==> src/hw/param_frame_pkg.sv <==
// Shared constants for the parameter command frame link
package param_frame_pkg;

  // Frame bytes
  localparam logic [7:0]  START_DELIM    = 8'h7E;
  localparam logic [7:0]  TYPE_SET_NOW   = 8'h08;
  localparam logic [7:0]  TYPE_QUEUE     = 8'h09;
  localparam logic [7:0]  TYPE_RESPONSE  = 8'h88;
  localparam logic [7:0]  CSUM_TARGET    = 8'hFF;
  localparam logic [7:0]  ID_NO_RESPONSE = 8'h00;
  localparam logic [7:0]  LEN_HI_ZERO    = 8'h00;

  // Byte positions within a frame
  localparam logic [15:0] OFS_LEN_HI     = 16'h0001;
  localparam logic [15:0] OFS_LEN_LO     = 16'h0002;
  localparam logic [15:0] OFS_TYPE       = 16'h0003;
  localparam logic [15:0] OFS_ID         = 16'h0004;
  localparam logic [15:0] OFS_CMD_HI     = 16'h0005;
  localparam logic [15:0] OFS_CMD_LO     = 16'h0006;
  localparam logic [15:0] OFS_REQ_VAL    = 16'h0007;
  localparam logic [15:0] OFS_STATUS     = 16'h0007;
  localparam logic [15:0] OFS_RSP_VAL    = 16'h0008;

  // Length field figures
  localparam logic [15:0] MIN_BODY_LEN   = 16'h0004;
  localparam logic [15:0] MAX_BODY_LEN   = 16'h0008;
  localparam logic [15:0] RSP_FIXED_LEN  = 16'h0005;
  localparam logic [2:0]  MAX_VAL_BYTES  = 3'h4;
  localparam logic [2:0]  TEMP_VAL_BYTES = 3'h2;

  // Response status codes
  localparam logic [7:0]  ST_OK          = 8'h00;
  localparam logic [7:0]  ST_BAD_CMD     = 8'h02;
  localparam logic [7:0]  ST_BAD_PARAM   = 8'h03;

  // Command codes, two ASCII characters
  localparam logic [15:0] apply_pending_cmd    = 16'h4143;
  localparam logic [15:0] temperature_read_cmd = 16'h5450;
  localparam logic [15:0] node_label_cmd       = 16'h4E49;
  localparam logic [15:0] baud_rate_cmd        = 16'h4244;
  localparam logic [15:0] channel_cmd          = 16'h4348;
  localparam logic [15:0] network_id_cmd       = 16'h4944;

  // Parameter store
  localparam int                     NUM_SLOTS  = 4;
  localparam int                     SLOT_W     = 2;
  localparam logic [3:0][15:0]       SLOT_CODES = {network_id_cmd, channel_cmd,
                                                   baud_rate_cmd, node_label_cmd};
  localparam logic [31:0]            SLOT_RESET = 32'h0000_0000;

endpackage

==> src/hw/cmd_link_if.sv <==
// Byte stream link between host controller and parameter device
`timescale 1ns/1ns
interface cmd_link_if;
  logic [7:0] h2d_data;
  logic       h2d_valid;
  logic       h2d_ready;
  logic [7:0] d2h_data;
  logic       d2h_valid;
  logic       d2h_ready;

  modport host (
    output h2d_data,
    output h2d_valid,
    input  h2d_ready,
    input  d2h_data,
    input  d2h_valid,
    output d2h_ready
  );

  modport dev (
    input  h2d_data,
    input  h2d_valid,
    output h2d_ready,
    output d2h_data,
    output d2h_valid,
    input  d2h_ready
  );
endinterface

==> src/hw/param_frame_dev.sv <==
// Device end: parses parameter command frames and answers them
//
// Function
// - Frame starts with the start delimiter byte
// - Two length bytes, high first, count body
// - Type 08 with value writes effective now
// - Type 09 with value holds it pending
// - Pending applied on type 08 or apply
// - Identifier zero suppresses the response frame
// - Two ASCII characters select the command
// - No value bytes means a read query
// - Query answers type 88 with effective value
// - Response carries the request identifier byte
// - Checksum is FF minus body byte sum
// - Queued value bytes stored for later use
// - Bytes travel unescaped on the link
`timescale 1ns/1ns
module param_frame_dev
  import param_frame_pkg::*;
(
  input  wire logic                  mclk_i,
  input  wire logic                  sys_rst_i,
  cmd_link_if.dev                    link,
  input  wire logic [15:0]           temp_i,
  output logic [NUM_SLOTS-1:0][31:0] eff_value_o,
  output logic [NUM_SLOTS-1:0]       pending_o,
  output logic                       apply_o
);

  typedef enum logic [2:0] {
    S_HUNT,
    S_LEN_HI,
    S_LEN_LO,
    S_BODY,
    S_CSUM,
    S_EXEC,
    S_SEND
  } dev_state_t;

  dev_state_t                  state_r;
  logic [15:0]                 len_r;
  logic [15:0]                 pos_r;
  logic [7:0]                  sum_r;
  logic [7:0]                  type_r;
  logic [7:0]                  id_r;
  logic [15:0]                 cmd_r;
  logic [31:0]                 val_r;
  logic [7:0]                  status_r;
  logic [31:0]                 rsp_val_r;
  logic [2:0]                  rsp_nval_r;
  logic [15:0]                 tx_pos_r;
  logic [7:0]                  tx_byte_r;
  logic [7:0]                  tx_sum_r;
  logic [NUM_SLOTS-1:0][31:0]  pend_val_r;
  logic [7:0]                  rx_byte;
  logic                        rx_take;
  logic                        tx_take;
  logic                        csum_good;
  logic                        query;
  logic                        too_long;
  logic                        is_apply;
  logic                        is_temp;
  logic                        hit;
  logic [SLOT_W-1:0]           slot;
  logic                        apply_now;
  logic                        write_ok;
  logic [15:0]                 tx_pos_nxt;
  logic [15:0]                 tx_last;
  logic [7:0]                  tx_sum_nxt;
  logic [7:0]                  tx_byte_nxt;

  ////////////////////////////////////////////////////////////////////////////
  // Link handshakes

  // Bytes are taken as they come, with no unescaping
  assign rx_byte        = link.h2d_data;
  assign link.h2d_ready = (state_r != S_EXEC) && (state_r != S_SEND);
  assign rx_take        = link.h2d_valid && link.h2d_ready;
  assign link.d2h_valid = (state_r == S_SEND);
  assign link.d2h_data  = tx_byte_r;
  assign tx_take        = link.d2h_valid && link.d2h_ready;
  assign csum_good      = 8'(sum_r + rx_byte) == CSUM_TARGET;

  ////////////////////////////////////////////////////////////////////////////
  // Frame state machine

  always_ff @(posedge mclk_i or posedge sys_rst_i) begin
    if (sys_rst_i) begin
      state_r <= S_HUNT;
    end else begin
      unique case (state_r)
        S_HUNT: begin
          if (rx_take && rx_byte == START_DELIM) begin
            state_r <= S_LEN_HI;
          end
        end
        S_LEN_HI: begin
          if (rx_take) begin
            state_r <= S_LEN_LO;
          end
        end
        S_LEN_LO: begin
          if (rx_take) begin
            // Too short to hold type, identifier and command
            state_r <= ({len_r[15:8], rx_byte} < MIN_BODY_LEN) ? S_HUNT : S_BODY;
          end
        end
        S_BODY: begin
          if (rx_take && pos_r == 16'(len_r + OFS_LEN_LO)) begin
            state_r <= S_CSUM;
          end
        end
        S_CSUM: begin
          if (rx_take) begin
            if (csum_good && (type_r == TYPE_SET_NOW || type_r == TYPE_QUEUE)) begin
              state_r <= S_EXEC;
            end else begin
              state_r <= S_HUNT;
            end
          end
        end
        S_EXEC: begin
          state_r <= (id_r == ID_NO_RESPONSE) ? S_HUNT : S_SEND;
        end
        S_SEND: begin
          if (tx_take && tx_pos_r == tx_last) begin
            state_r <= S_HUNT;
          end
        end
      endcase
    end
  end

  ////////////////////////////////////////////////////////////////////////////
  // Field capture

  always_ff @(posedge mclk_i or posedge sys_rst_i) begin
    if (sys_rst_i) begin
      len_r  <= 16'h0000;
      pos_r  <= 16'h0000;
      sum_r  <= 8'h00;
      type_r <= 8'h00;
      id_r   <= 8'h00;
      cmd_r  <= 16'h0000;
      val_r  <= 32'h0000_0000;
    end else if (rx_take) begin
      if (state_r == S_LEN_HI) begin
        len_r[15:8] <= rx_byte;
      end
      if (state_r == S_LEN_LO) begin
        len_r[7:0] <= rx_byte;
        pos_r      <= OFS_TYPE;
        sum_r      <= 8'h00;
        val_r      <= 32'h0000_0000;
      end
      if (state_r == S_BODY) begin
        sum_r <= 8'(sum_r + rx_byte);
        pos_r <= 16'(pos_r + 16'h0001);
        if (pos_r == OFS_TYPE) begin
          type_r <= rx_byte;
        end else if (pos_r == OFS_ID) begin
          id_r <= rx_byte;
        end else if (pos_r == OFS_CMD_HI) begin
          cmd_r[15:8] <= rx_byte;
        end else if (pos_r == OFS_CMD_LO) begin
          cmd_r[7:0] <= rx_byte;
        end else begin
          val_r <= {val_r[23:0], rx_byte};
        end
      end
    end
  end

  ////////////////////////////////////////////////////////////////////////////
  // Command decode

  always_comb begin
    hit  = 1'b0;
    slot = '0;
    for (int i = 0; i < NUM_SLOTS; i++) begin
      if (cmd_r == SLOT_CODES[i]) begin
        hit  = 1'b1;
        slot = SLOT_W'(i);
      end
    end
  end

  assign query     = (len_r == MIN_BODY_LEN);
  assign too_long  = (len_r > MAX_BODY_LEN);
  assign is_apply  = (cmd_r == apply_pending_cmd);
  assign is_temp   = (cmd_r == temperature_read_cmd);
  assign apply_now = (state_r == S_EXEC) && (type_r == TYPE_SET_NOW || is_apply);
  assign write_ok  = (state_r == S_EXEC) && hit && !query && !too_long;

  ////////////////////////////////////////////////////////////////////////////
  // Parameter store

  for (genvar g = 0; g < NUM_SLOTS; g++) begin : g_slot
    logic sel;
    assign sel = write_ok && (slot == SLOT_W'(g));
    always_ff @(posedge mclk_i or posedge sys_rst_i) begin
      if (sys_rst_i) begin
        eff_value_o[g] <= SLOT_RESET;
        pend_val_r[g]  <= SLOT_RESET;
        pending_o[g]   <= 1'b0;
      end else begin
        if (sel && type_r == TYPE_SET_NOW) begin
          eff_value_o[g] <= val_r;
          pending_o[g]   <= 1'b0;
        end else if (apply_now && pending_o[g]) begin
          eff_value_o[g] <= pend_val_r[g];
          pending_o[g]   <= 1'b0;
        end
        if (sel && type_r == TYPE_QUEUE) begin
          pend_val_r[g] <= val_r;
          pending_o[g]  <= 1'b1;
        end
      end
    end
  end

  always_ff @(posedge mclk_i or posedge sys_rst_i) begin
    if (sys_rst_i) begin
      apply_o <= 1'b0;
    end else begin
      apply_o <= apply_now;
    end
  end

  ////////////////////////////////////////////////////////////////////////////
  // Response contents

  always_ff @(posedge mclk_i or posedge sys_rst_i) begin
    if (sys_rst_i) begin
      status_r   <= ST_OK;
      rsp_nval_r <= 3'h0;
    end else if (state_r == S_EXEC) begin
      if (!(hit || is_apply || is_temp)) begin
        status_r <= ST_BAD_CMD;
      end else if (too_long || (is_temp && !query)) begin
        status_r <= ST_BAD_PARAM;
      end else begin
        status_r <= ST_OK;
      end
      if (query && hit) begin
        rsp_nval_r <= MAX_VAL_BYTES;
      end else if (query && is_temp) begin
        rsp_nval_r <= TEMP_VAL_BYTES;
      end else begin
        rsp_nval_r <= 3'h0;
      end
    end
  end

  ////////////////////////////////////////////////////////////////////////////
  // Response serialiser

  assign tx_pos_nxt = 16'(tx_pos_r + 16'h0001);
  assign tx_last    = 16'(OFS_RSP_VAL + {13'h0000, rsp_nval_r});
  assign tx_sum_nxt = 8'(tx_sum_r + ((tx_pos_r >= OFS_TYPE) ? tx_byte_r : 8'h00));

  always_comb begin
    tx_byte_nxt = 8'(CSUM_TARGET - tx_sum_nxt);
    if (tx_pos_nxt == OFS_LEN_HI) begin
      tx_byte_nxt = LEN_HI_ZERO;
    end else if (tx_pos_nxt == OFS_LEN_LO) begin
      tx_byte_nxt = 8'(RSP_FIXED_LEN + {13'h0000, rsp_nval_r});
    end else if (tx_pos_nxt == OFS_TYPE) begin
      tx_byte_nxt = TYPE_RESPONSE;
    end else if (tx_pos_nxt == OFS_ID) begin
      tx_byte_nxt = id_r;
    end else if (tx_pos_nxt == OFS_CMD_HI) begin
      tx_byte_nxt = cmd_r[15:8];
    end else if (tx_pos_nxt == OFS_CMD_LO) begin
      tx_byte_nxt = cmd_r[7:0];
    end else if (tx_pos_nxt == OFS_STATUS) begin
      tx_byte_nxt = status_r;
    end else if (tx_pos_nxt < tx_last) begin
      tx_byte_nxt = rsp_val_r[31:24];
    end
  end

  always_ff @(posedge mclk_i or posedge sys_rst_i) begin
    if (sys_rst_i) begin
      tx_pos_r  <= 16'h0000;
      tx_byte_r <= 8'h00;
      tx_sum_r  <= 8'h00;
      rsp_val_r <= 32'h0000_0000;
    end else if (state_r == S_EXEC) begin
      tx_pos_r  <= 16'h0000;
      tx_byte_r <= START_DELIM;
      tx_sum_r  <= 8'h00;
      // Value is left aligned and leaves most significant byte first
      rsp_val_r <= is_temp ? {temp_i, 16'h0000} : eff_value_o[slot];
    end else if (tx_take) begin
      tx_pos_r  <= tx_pos_nxt;
      tx_byte_r <= tx_byte_nxt;
      tx_sum_r  <= tx_sum_nxt;
      if (tx_pos_nxt >= OFS_RSP_VAL) begin
        rsp_val_r <= {rsp_val_r[23:0], 8'h00};
      end
    end
  end

endmodule

==> src/flat_wrapper.sv <==
// flat-port wrapper written by rule: the top's interface ports become plain ports
module param_frame_dev_flat import param_frame_pkg::*;
  (mclk_i, sys_rst_i, temp_i, eff_value_o, pending_o, apply_o, link_h2d_data, link_h2d_valid, link_h2d_ready, link_d2h_data, link_d2h_valid, link_d2h_ready);
  cmd_link_if link_i ();
  input  wire logic mclk_i;
  input  wire logic sys_rst_i;
  input  wire logic [15:0] temp_i;
  output logic [NUM_SLOTS-1:0][31:0] eff_value_o;
  output logic [NUM_SLOTS-1:0] pending_o;
  output logic apply_o;
  input wire logic [$bits(link_i.h2d_data)-1:0] link_h2d_data;
  input wire logic [$bits(link_i.h2d_valid)-1:0] link_h2d_valid;
  output wire logic [$bits(link_i.h2d_ready)-1:0] link_h2d_ready;
  output wire logic [$bits(link_i.d2h_data)-1:0] link_d2h_data;
  output wire logic [$bits(link_i.d2h_valid)-1:0] link_d2h_valid;
  input wire logic [$bits(link_i.d2h_ready)-1:0] link_d2h_ready;
  assign link_i.h2d_data = link_h2d_data;
  assign link_i.h2d_valid = link_h2d_valid;
  assign link_h2d_ready = link_i.h2d_ready;
  assign link_d2h_data = link_i.d2h_data;
  assign link_d2h_valid = link_i.d2h_valid;
  assign link_i.d2h_ready = link_d2h_ready;
  param_frame_dev u_core (.mclk_i(mclk_i), .sys_rst_i(sys_rst_i), .link(link_i), .temp_i(temp_i), .eff_value_o(eff_value_o), .pending_o(pending_o), .apply_o(apply_o));
endmodule
==> config.mk <==
export PLATFORM = sky130hd
export DESIGN_NAME = param_frame_dev_flat
export DESIGN_NICKNAME = d
export VERILOG_FILES = /design/src/hw/param_frame_pkg.sv /design/src/hw/cmd_link_if.sv /design/src/hw/param_frame_dev.sv /design/src/flat_wrapper.sv
export SDC_FILE = /design/constraint.sdc
export NUM_CORES = 1
export LEC_CHECK = 0
export BUFFER_PORTS_ARGS = -buffer_cell sky130_fd_sc_hd__clkbuf_2
export CAP_MARGIN = 20
export CORE_MARGIN = 1.5
export CORE_UTILIZATION = 40
export DETAILED_ROUTE_END_ITERATION = 12
export PLACE_DENSITY = 0.65
export SKIP_LAST_GASP = 1
export SYNTH_ARGS = -nofsm -noshare
export SYNTH_HDL_FRONTEND = slang
export SYNTH_SLANG_ARGS = --single-unit
==> constraint.sdc <==
create_clock -name mclk_i -period 15.7 [get_ports mclk_i]
set_input_delay 0.785 -clock mclk_i [delete_from_list [all_inputs] [get_ports mclk_i]]
set_output_delay 0.785 -clock mclk_i [all_outputs]
set_load 0.005 [all_outputs]
==> reports/summary.txt <==
Status: finished clean
Vias in the first global route: 16730
Crit share post-route: 26.72%
Cell Area, Synth: 21720 sq um
FMAX: 238.3 MHz
Final setup fails: 0
Diodes inserted: 0
Clock skew: 23.58 ps
Synth area leader: dfrtp_1
Vias per std cell: 5.799
Non-filler cells in the finished layout: 2938
IO buf count: 170
Min Clock Period, post-route: 4195 ps
Cts hold-fix bufs: 0
Count of pins over their slew limit: 0
Clock sink count: 436
Ranking of synthesized cells by area: dfrtp_1 (50%), mux2_2 (9.1%), mux2i_1 (6.0%)
GPL Wtd Cong: 0.9079
Synth-to-layout area growth: 13.75%
Dpl hpwl: 44380 um
Resize count post-CTS: 0
Most common library cells after synthesis: dfrtp_1 (436), nor2_1 (229), nand2_1 (197)
Final hold vios: 0
Fillers: 4926
Mapped Nets: 2170
Via count: 17040
Global Route Usage Sum: 23.87%
Static leakage: 0.01273 uW
XOR/XNOR Fraction of Synth Area: 1.653%
WS Path Type: reg -> reg
Multi-input logic area: 10030 sq um
# nets final: 2258
CP Max Fanout: 9
Setup TNS: 0 ps
Core ar.: 53710 sq um
Synth Area in Compound Gates: 13.13%
Antenna Nets Post-Route: 0
Clk Tree Root Cell: clkbuf_16
Cells after Synth: 2116
Max stage delay on crit path: 800 ps
Starting Density: 40.44%
Post-placement setup slack: 11550 ps
Max rail drop VDD: 0.00007941 V
Unrepaired setup endpoints after global routing: no
Share of layout cells above drive strength 1: 22.79%
CTS tree: yes
Clock Latency Late Sink: 600 ps
Syn_area_per_cell: 10.26 sq um
Final wirelength: 66930 um
Register area: 10910 sq um
Largest family of logic cells by synthesized area: multiplexers
Die ar.: 55710 sq um
Hold Path Class: in -> async
Total grt overflow: 0
DRC viols: 0
Pwr Density: 117.3 nW/um^2
Synth Area in Adders: 1.567%
Slowest cell on the critical path: nor4_1
Largest net degree at the start of global routing: 146
Register area share after synthesis: 50.23%
Row count: 85
Critical Path End Type: flip-flop
Post-Synth Simple-Gate Area: 14.37%
Post-CTS setup buffers: 0
Synth warnings: 0
Multiplexer area fraction after synthesis: 15.27%
CP Launch Type: flip-flop
Die height: 236.0 um
Share of the synthesized area in the top cell type: 50.23%
IO Pins: 171
Main synth FF type: dfrtp_1
Routed len/inst: 22.78 um
Num CTS Buffers: 49
Synth cell types: 79
Post-route setup slack: 11500 ps
CP most frequent cell: a21oi_1
Max_cap viols: 0
Synthesized flop and latch total: 436
Initial DRC count: 1510
Max_slew headroom: 30.41%
WP data required: 16180 ps
Reg clk slew, reported paths: 60 ps
RR Startpoint: u_core.tx_pos_r[5]
Most common cell in the netlist: dfrtp_1
Worst-Margin Slew: 1036 ps
Hold_ws: 382.3 ps
Critical Path Start: u_core.tx_pos_r[5]
Ys async rst share: 100.0%
Arr. time, crit path: 4680 ps
Max Root-Sink Buffers: 3
Die Wd: 236.0 um
Post-placement cell count: 2846
DR pass1 iterations: 5
Initial antenna violation count: 1
Cell Chain, Critical Path: nor3_1 > nand4_1 > nor4_1 > nor2b_1 > ha_1 > fa_1 > a21o_1 > a21oi_1 > o21bai_1 > a21oi_1 > xor2_1 > mux2_1 > a221oi_1 > o21ai_1
First-pass GRT wire length: 103100 um
H-tree levels: 2
Post-synth EDFFs: 0
flip-flops by register name (all words and copies together), names as in the netlist:
register,cells
u_core.apply_o,1
u_core.cmd_r,16
u_core.eff_value_o,128
u_core.id_r,8
u_core.len_r,16
u_core.link.d2h_data,8
u_core.pend_val_r,128
u_core.pending_o,4
u_core.pos_r,16
u_core.rsp_nval_r,2
u_core.rsp_val_r,32
u_core.state_r,3
u_core.status_r,2
u_core.sum_r,8
u_core.tx_pos_r,16
u_core.tx_sum_r,8
u_core.type_r,8
u_core.val_r,32
stage by stage:
step | utilization [%] | area, sq um | total power [uW]
after floorplan | - | 21720 | 1589
after global placement | 42.82 | 23000 | 1692
after detailed placement | 42.82 | 23000 | 1710
after CTS | 45.93 | 24670 | 2909
after global routing | 46.00 | 24710 | 3014
final | 46.00 | 24710 | 2897
cells by family (layout without fill, tap and decap cells):
| family | after synthesis | after routing |
|---|---|---|
| and+or+nand+nor | 666 | 666 |
| buffers and inverters | 192 | 318 |
| AOI/OAI and AO/OA | 446 | 446 |
| muxes | 309 | 309 |
| adders and majority gates | 26 | 26 |
| xor gates and xnor gates | 41 | 41 |
| DFF | 436 | 436 |
metal layers:
metal,vias to the layer above,share of wire (%),GRT usage [%]
met4,0,2.5,7.253
met1,8595,42,32.60
met5,-,0,0
met2,622,46,37.09
li1,7715,-,-
met3,104,8.6,6.284
layout by cell type, fill, tap and decap left out, types with 18 or more instances in the layout:
master / netlist / layout
o21ai_0: 76 / 76
nor2_1: 229 / 229
a21oi_1: 196 / 196
xor2_1: 20 / 20
nor3_1: 24 / 24
clkbuf_2: 6 / 170
o31ai_1: 19 / 19
xnor2_1: 21 / 21
buf_4: 5 / 29
nand4_1: 18 / 18
mux2_2: 176 / 176
nand2_1: 197 / 188
inv_1: 25 / 24
ha_1: 24 / 24
dfrtp_1: 436 / 436
o21ai_1: 25 / 24
clkbuf_16: 0 / 49
nor4_1: 19 / 19
nand3_1: 87 / 87
mux2i_1: 131 / 131
where the power goes:
group	switching [uW]	total (uW)	internal [uW]
Combinational	169	295	126
Sequential	194	1410	1210
Clock	487	1200	708
final cells by class:
cell class / instances / share of cell area [%]
repair buffers: 202 / 4.538
inverters: 27 / 0.4406
clock buffers: 70 / 5.687
multi-input cells: 1488 / 40.59
clock inverters: 19 / 1.058
flip-flops and latches: 436 / 44.16
well taps: 696 / 3.525
worst paths after layout:
check / end / slack (ps) / depth (start not counted)
setup / recovery: u_core.link.d2h_data[6] / 11500 / 14
hold / removal: u_core.pos_r[5] / 380 / 2
setup reg to reg: u_core.link.d2h_data[6] / 11500 / 14
hold reg to reg: u_core.rsp_val_r[22] / 490 / 2
max in group asynchronous: u_core.pend_val_r[34] / 13110 / 4
min in group mclk_i: u_core.rsp_val_r[22] / 490 / 2
critical path, delay by kind of cell, from the launching register on:
family	cells	cell delay, ps
DFF	1	450
AOI/OAI and AO/OA	6	1110
adders and majority gates	2	650
xor gates and xnor gates	1	110
and+or+nand+nor	4	1460
muxes	1	300
Power figures use the tool's default switching activity.
